[src/pacs_pkg.sv]
package pacs_pkg;
    // wishbone word offsets (byte addresses)
    localparam logic [7:0] ADR_CFG_LO = 8'h00;
    localparam logic [7:0] ADR_CFG_HI = 8'h04;
    localparam logic [7:0] ADR_STATUS = 8'h08;
    localparam logic [7:0] ADR_ID = 8'h0C;
    // arbitrary identification value
    localparam logic [31:0] ID_VALUE = 32'h0000A5C3;

    // configuration field positions
    localparam int TO_LSB = 7;
    localparam int TO_MSB = 8;
    localparam int WD_BIT = 6;
    localparam int CLK_LSB = 15;
    localparam int CLK_MSB = 16;
    localparam int FREEZE_BIT = 17;
    localparam int HDR_REC_BIT = 18;
    localparam int FLC_BIT = 19;
    localparam int HDR_LEN_BIT = 20;
    localparam int EXT_BIT = 21;
    localparam int HDR_LSB = 24;
    localparam int HDR_MSB = 39;
    localparam int FLEN_LSB = 40;
    localparam int FLEN_MSB = 47;
    localparam int LOW_BITS = 24;
    localparam int CFG_BITS = 48;

    // reset value: clock CLK_DIV4 code, hdr 9B58, len 08, time-out 1 s, watchdog on
    localparam logic [47:0] CFG_RESET = 48'h089B_5811_00C0;

    // output clock codes
    localparam logic [1:0] CLK_DIV1 = 2'h0;
    localparam logic [1:0] CLK_DIV2 = 2'h1;
    localparam logic [1:0] CLK_DIV4 = 2'h2;
    localparam logic [1:0] CLK_OFF = 2'h3;

    // time-out codes
    localparam logic [1:0] TO_OFF = 2'h0;
    localparam logic [1:0] TO_1S = 2'h1;
    localparam logic [1:0] TO_3S = 2'h2;

    // status bit positions
    localparam int ST_LOCK = 0;
    localparam int ST_TXEN = 1;
    localparam int ST_WDRST = 2;
    localparam int ST_RESET_OUT = 3;

    // timing
    localparam longint CLK_HZ = 125000000;
    localparam longint TO1_MS = 1000;
    localparam longint TO3_MS = 3000;
    localparam longint LOCK_MS = 125;
    localparam longint WD_MS = 1500;
    localparam longint RESET_OUT_MS = 10;
    localparam longint TO1_CYC = CLK_HZ / 1000 * TO1_MS;
    localparam longint TO3_CYC = CLK_HZ / 1000 * TO3_MS;
    localparam longint LOCK_CYC = CLK_HZ / 1000 * LOCK_MS;
    localparam longint WD_CYC = CLK_HZ / 1000 * WD_MS;
    localparam longint RESET_OUT_CYC = CLK_HZ / 1000 * RESET_OUT_MS;
endpackage

[src/pacs_clkdiv.sv]
`timescale 1ns/100ps
// glitch-free divided master clock, output registered
module pacs_clkdiv (
    // clock and reset
    input wire logic clk_i,
    input wire logic rst_i,
    // control
    input wire logic [1:0] sel_i,
    // clock out
    output logic mclk_o
);
    logic [2:0] cnt_q;
    logic [1:0] act_q;
    logic mclk_q;
    logic cyc_end;

    // a cycle ends at the last low phase of the running divider
    always_comb
    begin
        case (act_q)
            pacs_pkg::CLK_DIV1: cyc_end = cnt_q[0];
            pacs_pkg::CLK_DIV2: cyc_end = (cnt_q[1:0] == 2'h3);
            pacs_pkg::CLK_DIV4: cyc_end = (cnt_q == 3'h7);
            default: cyc_end = 1'b1;
        endcase
    end

    // selection switches only at end of the running cycle
    always_ff @(posedge clk_i)
    begin
        if (rst_i)
            act_q <= pacs_pkg::CLK_DIV4;
        else if (cyc_end)
            act_q <= sel_i;
    end

    always_ff @(posedge clk_i)
    begin
        if (rst_i || cyc_end)
            cnt_q <= 3'h0;
        else
            cnt_q <= cnt_q + 3'h1;
    end

    // fastest registered rate is half the clock, codes 1 and 2 each halve it
    always_ff @(posedge clk_i)
    begin
        if (rst_i)
            mclk_q <= 1'b0;
        else
        begin
            case (act_q)
                pacs_pkg::CLK_DIV1: mclk_q <= ~cnt_q[0];
                pacs_pkg::CLK_DIV2: mclk_q <= ~cnt_q[1];
                pacs_pkg::CLK_DIV4: mclk_q <= ~cnt_q[2];
                default: mclk_q <= 1'b0;
            endcase
        end
    end

    assign mclk_o = mclk_q;
endmodule

[src/pacs_supervisor.sv]
`timescale 1ns/100ps
// How it works
// - clock out at half, quarter, eighth of master clock rate
// - clock off code stops clock out
// - switch rate only at cycle end
// - upper 24 bits writable only when extended; bits 24-31 also by the write that sets it
// - frame count needs header recognition and extended
// - header held bits 24-39, default 9B58
// - frame length bits 40-47, default 08
// - receiving: flag high on in-band signal
// - band flag gated by carrier detect
// - flag is thermal during transmission
// - force receive after 1 or 3 s
// - transmit locked at least 125 ms
// - lock allows only registers and reception
// - both selects low at reset: lock
// - time-out length from bits 7-8
// - reset out low, released after delay
// - watchdog expiry resets, pulses reset out
module pacs_supervisor #(
    parameter longint TO1_CYC = pacs_pkg::TO1_CYC,
    parameter longint TO3_CYC = pacs_pkg::TO3_CYC,
    parameter longint LOCK_CYC = pacs_pkg::LOCK_CYC,
    parameter longint WD_CYC = pacs_pkg::WD_CYC,
    parameter longint RESET_OUT_CYC = pacs_pkg::RESET_OUT_CYC
) (
    // clock and reset
    input wire logic clk_i,
    input wire logic rst_i,
    // wishbone slave
    input wire logic wb_cyc_i,
    input wire logic wb_stb_i,
    input wire logic wb_we_i,
    input wire logic [7:0] wb_adr_i,
    input wire logic [3:0] wb_sel_i,
    input wire logic [31:0] wb_dat_i,
    output logic [31:0] wb_dat_o,
    output logic wb_ack_o,
    // host pins, asynchronous
    input wire logic tx_rx_select_i,
    input wire logic reg_data_select_i,
    input wire logic watchdog_kick_i,
    // analog status, asynchronous
    input wire logic band_detect_i,
    input wire logic carrier_detect_i,
    input wire logic thermal_i,
    // outputs
    output logic band_thermal_flag_o,
    output logic tx_enable_o,
    output logic reset_out_o,
    output logic mclk_o,
    output logic hdr_rec_en_o,
    output logic frame_count_en_o,
    output logic level_freeze_en_o,
    output logic hdr_len16_o,
    output logic [15:0] frame_header_o,
    output logic [7:0] frame_length_o
);
    logic [47:0] cfg_q;
    logic [4:0] s1_q;
    logic [4:0] s2_q;
    logic txrx_s;
    logic regd_s;
    logic wd_s;
    logic bu_s;
    logic cd_s;
    logic th_s;
    logic wd_prev_q;
    logic wd_rise;
    logic ack_q;
    logic [31:0] rdat_q;
    logic wr;
    logic rd;
    logic ext;
    logic [31:0] tx_cnt_q;
    logic [31:0] lock_cnt_q;
    logic [31:0] wd_cnt_q;
    logic [31:0] rst_cnt_q;
    logic lock_q;
    logic wd_exp;
    logic int_rst;
    logic strap_q;
    logic first_q;
    logic flag_q;
    logic txen_q;
    logic wdrst_q;

    typedef enum logic [1:0] {PACS_RUN, PACS_LOCK, PACS_WAIT_RX} pacs_lock_t;
    pacs_lock_t lk_q;

    function automatic logic [31:0] merge(input logic [31:0] old, input logic [31:0] nw,
                                          input logic [3:0] be);
        logic [31:0] r;
        r = old;
        for (int i = 0; i < 4; i++)
            if (be[i])
                r[i*8 +: 8] = nw[i*8 +: 8];
        return r;
    endfunction

    function automatic logic [31:0] lim(input longint v);
        return (v < 1) ? 32'h0000_0001 : v[31:0];
    endfunction

    // pin synchronisers
    always_ff @(posedge clk_i)
    begin
        s1_q <= {tx_rx_select_i, reg_data_select_i, watchdog_kick_i, band_detect_i,
                 thermal_i};
        s2_q <= s1_q;
    end

    logic [1:0] cd_sync_q;
    always_ff @(posedge clk_i)
    begin
        cd_sync_q <= {cd_sync_q[0], carrier_detect_i};
    end

    assign txrx_s = s2_q[4];
    assign regd_s = s2_q[3];
    assign wd_s = s2_q[2];
    assign bu_s = s2_q[1];
    assign th_s = s2_q[0];
    assign cd_s = cd_sync_q[1];

    // internal reset: external or watchdog-generated
    assign int_rst = rst_i || wdrst_q;

    // wishbone slave, one wait state
    assign wr = wb_cyc_i && wb_stb_i && wb_we_i && !ack_q;
    assign rd = wb_cyc_i && wb_stb_i && !ack_q;
    assign ext = cfg_q[pacs_pkg::EXT_BIT];

    // merged write words; unselected bytes keep their old value
    logic [31:0] lo_m;
    logic [31:0] hi_m;
    assign lo_m = merge(cfg_q[31:0], wb_dat_i, wb_sel_i);
    assign hi_m = merge({16'h0000, cfg_q[47:32]}, wb_dat_i, wb_sel_i);

    always_ff @(posedge clk_i)
    begin
        if (rst_i)
            ack_q <= 1'b0;
        else
            ack_q <= wb_cyc_i && wb_stb_i && !ack_q;
    end

    always_ff @(posedge clk_i)
    begin
        if (int_rst)
            cfg_q <= pacs_pkg::CFG_RESET;
        else if (wr && wb_adr_i == pacs_pkg::ADR_CFG_LO)
        begin
            cfg_q[pacs_pkg::LOW_BITS-1:0] <= lo_m[pacs_pkg::LOW_BITS-1:0];
            if (ext || lo_m[pacs_pkg::EXT_BIT])
                cfg_q[31:24] <= lo_m[31:24];
        end
        else if (wr && wb_adr_i == pacs_pkg::ADR_CFG_HI && ext)
            cfg_q[47:32] <= hi_m[15:0];
    end

    always_ff @(posedge clk_i)
    begin
        if (rst_i)
            rdat_q <= 32'h0000_0000;
        else if (rd)
        begin
            case (wb_adr_i)
                pacs_pkg::ADR_CFG_LO: rdat_q <= cfg_q[31:0];
                pacs_pkg::ADR_CFG_HI: rdat_q <= {16'h0000, cfg_q[47:32]};
                pacs_pkg::ADR_STATUS: rdat_q <= {28'h0000000, reset_out_o, wdrst_q,
                                                  txen_q, lock_q};
                pacs_pkg::ADR_ID: rdat_q <= pacs_pkg::ID_VALUE;
                default: rdat_q <= 32'h0000_0000;
            endcase
        end
    end

    assign wb_ack_o = ack_q;
    assign wb_dat_o = rdat_q;

    // decoded enables gated by the extended bit; header and length fields pass ungated
    assign level_freeze_en_o = ext && cfg_q[pacs_pkg::FREEZE_BIT];
    assign hdr_rec_en_o = ext && cfg_q[pacs_pkg::HDR_REC_BIT];
    assign frame_count_en_o = ext && cfg_q[pacs_pkg::HDR_REC_BIT]
                              && cfg_q[pacs_pkg::FLC_BIT];
    assign hdr_len16_o = ext ? cfg_q[pacs_pkg::HDR_LEN_BIT] : 1'b1;
    assign frame_header_o = cfg_q[pacs_pkg::HDR_MSB:pacs_pkg::HDR_LSB];
    assign frame_length_o = cfg_q[pacs_pkg::FLEN_MSB:pacs_pkg::FLEN_LSB];

    // shared flag: band in use in receive, thermal in transmit
    always_ff @(posedge clk_i)
    begin
        if (int_rst)
            flag_q <= 1'b0;
        else if (txen_q)
            flag_q <= th_s;
        else
            flag_q <= bu_s && cd_s;
    end
    assign band_thermal_flag_o = flag_q;

    // strap sampled in the first cycle after reset release
    always_ff @(posedge clk_i)
    begin
        if (int_rst)
            first_q <= 1'b1;
        else
            first_q <= 1'b0;
    end

    always_ff @(posedge clk_i)
    begin
        if (int_rst)
            strap_q <= 1'b0;
        // one-cycle pulse; transmit stays off until lock is entered
        else
            strap_q <= first_q && !txrx_s && !regd_s;
    end

    // continuous transmission counter
    always_ff @(posedge clk_i)
    begin
        if (int_rst || !txen_q)
            tx_cnt_q <= 32'h0000_0000;
        else
            tx_cnt_q <= tx_cnt_q + 32'h0000_0001;
    end

    logic to_hit;
    always_comb
    begin
        case (cfg_q[pacs_pkg::TO_MSB:pacs_pkg::TO_LSB])
            pacs_pkg::TO_1S: to_hit = (tx_cnt_q >= lim(TO1_CYC) - 32'h1);
            pacs_pkg::TO_3S: to_hit = (tx_cnt_q >= lim(TO3_CYC) - 32'h1);
            default: to_hit = 1'b0;
        endcase
    end

    // lockout machine
    always_ff @(posedge clk_i)
    begin
        if (int_rst)
        begin
            lk_q <= PACS_RUN;
            lock_cnt_q <= 32'h0000_0000;
        end
        else
        begin
            case (lk_q)
                PACS_RUN:
                begin
                    lock_cnt_q <= 32'h0000_0000;
                    if (strap_q || (txen_q && to_hit))
                        lk_q <= PACS_LOCK;
                end
                PACS_LOCK:
                begin
                    lock_cnt_q <= lock_cnt_q + 32'h0000_0001;
                    if (lock_cnt_q >= lim(LOCK_CYC) - 32'h1)
                        lk_q <= PACS_WAIT_RX;
                end
                PACS_WAIT_RX:
                begin
                    if (txrx_s)
                        lk_q <= PACS_RUN;
                end
                default: lk_q <= PACS_RUN;
            endcase
        end
    end
    assign lock_q = (lk_q != PACS_RUN);

    // transmit enable: host asks with select low, refused while locked
    always_ff @(posedge clk_i)
    begin
        if (int_rst)
            txen_q <= 1'b0;
        else
            txen_q <= !txrx_s && !lock_q && !(txen_q && to_hit)
                      && !first_q && !strap_q;
    end
    assign tx_enable_o = txen_q;

    // watchdog kick: rising end of a low pulse
    always_ff @(posedge clk_i)
    begin
        if (rst_i)
            wd_prev_q <= 1'b1;
        else
            wd_prev_q <= wd_s;
    end
    assign wd_rise = wd_s && !wd_prev_q;

    always_ff @(posedge clk_i)
    begin
        if (int_rst || wd_rise)
            wd_cnt_q <= 32'h0000_0000;
        else if (cfg_q[pacs_pkg::WD_BIT] && !wd_exp)
            wd_cnt_q <= wd_cnt_q + 32'h0000_0001;
    end
    // counter parks at expiry until the internal reset clears it
    assign wd_exp = (wd_cnt_q >= lim(WD_CYC) - 32'h1);

    // reset-out pulse generator, startup and watchdog
    always_ff @(posedge clk_i)
    begin
        if (rst_i)
        begin
            rst_cnt_q <= 32'h0000_0000;
            wdrst_q <= 1'b0;
        end
        // expiry wins over release in the same cycle
        else if (wd_exp && !wdrst_q)
        begin
            rst_cnt_q <= 32'h0000_0000;
            wdrst_q <= 1'b1;
        end
        else if (rst_cnt_q < lim(RESET_OUT_CYC))
            rst_cnt_q <= rst_cnt_q + 32'h0000_0001;
        else
            wdrst_q <= 1'b0;
    end

    always_ff @(posedge clk_i)
    begin
        if (rst_i)
            reset_out_o <= 1'b0;
        else
            reset_out_o <= (rst_cnt_q >= lim(RESET_OUT_CYC)) && !wdrst_q;
    end

    pacs_clkdiv u_clkdiv (
        .clk_i(clk_i),
        .rst_i(int_rst),
        .sel_i(cfg_q[pacs_pkg::CLK_MSB:pacs_pkg::CLK_LSB]),
        .mclk_o(mclk_o)
    );
endmodule

[config.mk]
export PLATFORM = sky130hd
export DESIGN_NAME = pacs_supervisor
export DESIGN_NICKNAME = d
export VERILOG_FILES = /design/src/pacs_pkg.sv /design/src/pacs_clkdiv.sv /design/src/pacs_supervisor.sv
export SDC_FILE = /design/constraint.sdc
export NUM_CORES = 1
export LEC_CHECK = 0
export BUFFER_PORTS_ARGS = -buffer_cell sky130_fd_sc_hd__clkbuf_2
export CAP_MARGIN = 20
export CELL_PAD_IN_SITES_DETAIL_PLACEMENT = 0
export CELL_PAD_IN_SITES_GLOBAL_PLACEMENT = 1
export CORE_ASPECT_RATIO = 0.8
export CORE_UTILIZATION = 23
export CTS_CLUSTER_SIZE = 24
export DETAILED_ROUTE_END_ITERATION = 6
export GPL_TIMING_DRIVEN = 0
export HOLD_SLACK_MARGIN = 0.02
export PLACE_DENSITY = 0.59
export SLEW_MARGIN = 20
export SYNTH_ARGS = -nofsm -noshare
export SYNTH_HDL_FRONTEND = slang
export SYNTH_SLANG_ARGS = --single-unit
[constraint.sdc]
create_clock -name clk_i -period 2.3 [get_ports clk_i]
set_input_delay 0.115 -clock clk_i [delete_from_list [all_inputs] [get_ports clk_i]]
set_output_delay 0.115 -clock clk_i [all_outputs]
set_load 0.03 [all_outputs]
==> flow_summary.ini <==
[detailed_routing]
drt-met1-wl_um = 15120
dr.max_layer_used = met4
drc = 0
drtIter0Drc = 463
via_count = 8923
via_per_inst = 4.583
wl_met2_um = 12900
post_drt_wl_per_cell_um = 15.23
ant_nets = 0
drt_wl_total_um = 29650
dr.pass1.iters = 5
wl_met3_um = 1092

[global_route]
grt_pass1_wl_um = 46780
grt_max_degree = 14
grt_antenna_before_repair = 0
grt_pass1_vias = 8413
grt_util_all_layers_pct = 12.95
grt-ovfl-total = 0

[yosys]
synth_cells = 1174
syn-cell-area_mm2 = 0.01017
synth_warnings = 0
ys_top_cells_by_area = dfxtp_1, nor2_1, nand2_1
synthArstFlopShare_pct = 0
ys.flop_type = dfxtp_1
synth_seq_cells = 236
yosysUniqueCellTypes = 71
synth_largest_area_cell = dfxtp_1
avgSynthCellArea_um2 = 8.666
yosysSeqAreaShare_pct = 46.44
synth_enable_flop_cells = 0
synth_top_area_share_pct = 46.44
synth_nets = 1238

[critical_path]
cpMostUsedCell = buf_4
start_kind = flip-flop
arrival_ns = 2.68
path_cells = ha_4, a41o_2, nand3_1, a32o_2, buf_4, o211ai_1, clkbuf_8, buf_4, or3_1, a21oi_2
criticalPathCategory = flip-flop to flip-flop
cp_data_required_time_ns = 2.77
cp_top_family = compound AO/OA/AOI/OAI gates
endpoint_kind = flip-flop
cpPeakStageDelay_ns = 0.36
cp_num_buf_inv = 3
crit_fanout = 7
slowest_stage = dfxtp_4

[clock_network]
cts-root-buf = clkbuf_16
cts_buffer_depth = 3
clkLatencyLatePin_ns = 0.54
cts.sinks = 236
clkTransAtPathRegs_ns = 0.06
cts_buffers = 26
cts_tree = yes
htree_levels = 1

[final_layout]
drive_above_1_share_pct = 19.11
layout_commonest_cell = dfxtp_1
instances_no_fill = 1947
diodes = 0
n_fill_cell = 4635
final_cell_mix = dfxtp_1, nor2_1, clkbuf_2, nand2_1, a21oi_1
layout.nets = 1434
area_growth_pct = 27.29

[flow_run]
drv_cap = 0

[sta]
finalMaxSlewViolations = 0
max_slew_margin_pct = 33.69
fin_crit_sh_pct = 95.98
finalSetupViolCount = 0
finClkSkew_ns = 0.01192
finalCriticalPeriod_ns = 2.207
final-hold-violation-count = 0
hold_ws_ns = 0.08475
worst_pin_slew_ns = 0.9871
max_freq_mhz = 453.0
rsz0062_at_grt = true

[hold_path]
worstHoldPathType = primary input to flip-flop

[power_and_ir_drop]
power_density_mw_per_mm2 = 663.1
p_leak_nw = 4.733
irDropWorstVdd_mv = 0.4162

[floorplanning]
die_area_mm2 = 0.04508
die_w_um = 237.1
initial_core_util_pct = 23.45
die_y_um = 190.1
core_area_mm2 = 0.04339
io_pins = 120
rows = 68

[placement]
place_congestion = 0.7744
dpl.cell_count = 1852
dp_hpwl_um = 21350
io_buffers = 118

[status]
status = finished clean
-- where the power goes --
part           leakage [nW]  internal [mW]  switching [mW]
Clock                 0.411           2.38            1.74
Sequential             1.91           4.12          0.0257
Combinational          2.41          0.130           0.191
Total                  4.73           6.63            1.95
-- synthesized netlist by cell type (all sizes together) (29+ instances only) --
master,n
xor2,35
nor2,173
nand3,42
dfxtp,236
buf,32
nand2,124
xnor2,38
o21ai,38
a21oi,67
mux2i,32
clkbuf,44
nor4,29
-- worst min-delay path: cells and delay by family --
kind          cells  cell delay, ns
simple gates      3            0.25
buf+inv           1            0.09
mux               1            0.12
-- per-stage QoR --
step / setup TNS (ns) / instance area, um^2 / util (%) / worst slack [ns] / total power, mW
6_report: 0 / 12950 / 29.84 / 0.09254 / 8.587
5_1_grt: -0.005637 / 12950 / 29.84 / -0.005637 / 8.932
4_1_cts: -0.2082 / 12780 / 29.46 / -0.04619 / 8.739
3_5_place_dp: -22.65 / 11460 / 26.42 / -0.5703 / 4.497
3_3_place_gp: -21.41 / 11460 / 26.42 / -0.5371 / 4.493
2_1_floorplan: 0 / 10170 / - / 0.2107 / 4.355
-- worst paths after layout --
kind / start / end / slack [ns] / depth (start not counted)
setup / recovery: wd_cnt_q[0] / wd_cnt_q[10] / 0.09 / 10
hold / removal: wb_sel_i[1] / cfg_q[43] / 0.08 / 5
setup reg to reg: wd_cnt_q[0] / wd_cnt_q[10] / 0.09 / 10
hold reg to reg: s1_q[3] / s2_q[3] / 0.32 / 0
-- timing repair --
| item | 4_1_cts | 5_1_grt |
|---|---|---|
| pin swaps | 3 | 6 |
| endpoints found under the setup margin | 118 | 80 |
| gates resized for setup | 19 | 29 |
| buffers inserted | 3 | 9 |
| endpoints found under the hold margin | 54 | 0 |
| hold buffers | 38 | 0 |
-- layout make-up --
class	instances	area [um^2]	share of cell area, %
Timing Repair Buffer	168	1074	8.290
Inverter	25	93.84	0.7246
Multi-Input combinational cell	836	5089	39.29
Tap cell	560	700.7	5.411
Clock buffer	36	749.5	5.787
Clock inverter	9	82.58	0.6377
Buffer	77	425.4	3.285
Sequential cell	236	4736	36.57
-- routing by layer --
metal	vias to the layer above	GRT usage [%]
met3	45	2.205
met2	146	20.10
met4	0	2.730
li1	4489	-
met1	4243	18.68
met5	-	0
-- state kept, by name (all words and copies together) (netlist names), 3 cells and up --
| register | flops |
|---|---|
| wb_dat_o | 32 |
| u_clkdiv.cnt_q | 3 |
| cfg_q | 48 |
| s1_q | 5 |
| tx_cnt_q | 32 |
| s2_q | 5 |
| lock_cnt_q | 32 |
| wd_cnt_q | 32 |
| rst_cnt_q | 32 |
-- logic make-up after synthesis --
logic type      share of synthesized area, %
compound gates                         11.54
xor+xnor                               6.285
fa+ha+maj                              1.107
buf+inv                                4.882
flops                                  46.44
mux                                    3.923
simple gates                           25.83
No activity file was read; power rests on OpenSTA's default activity.
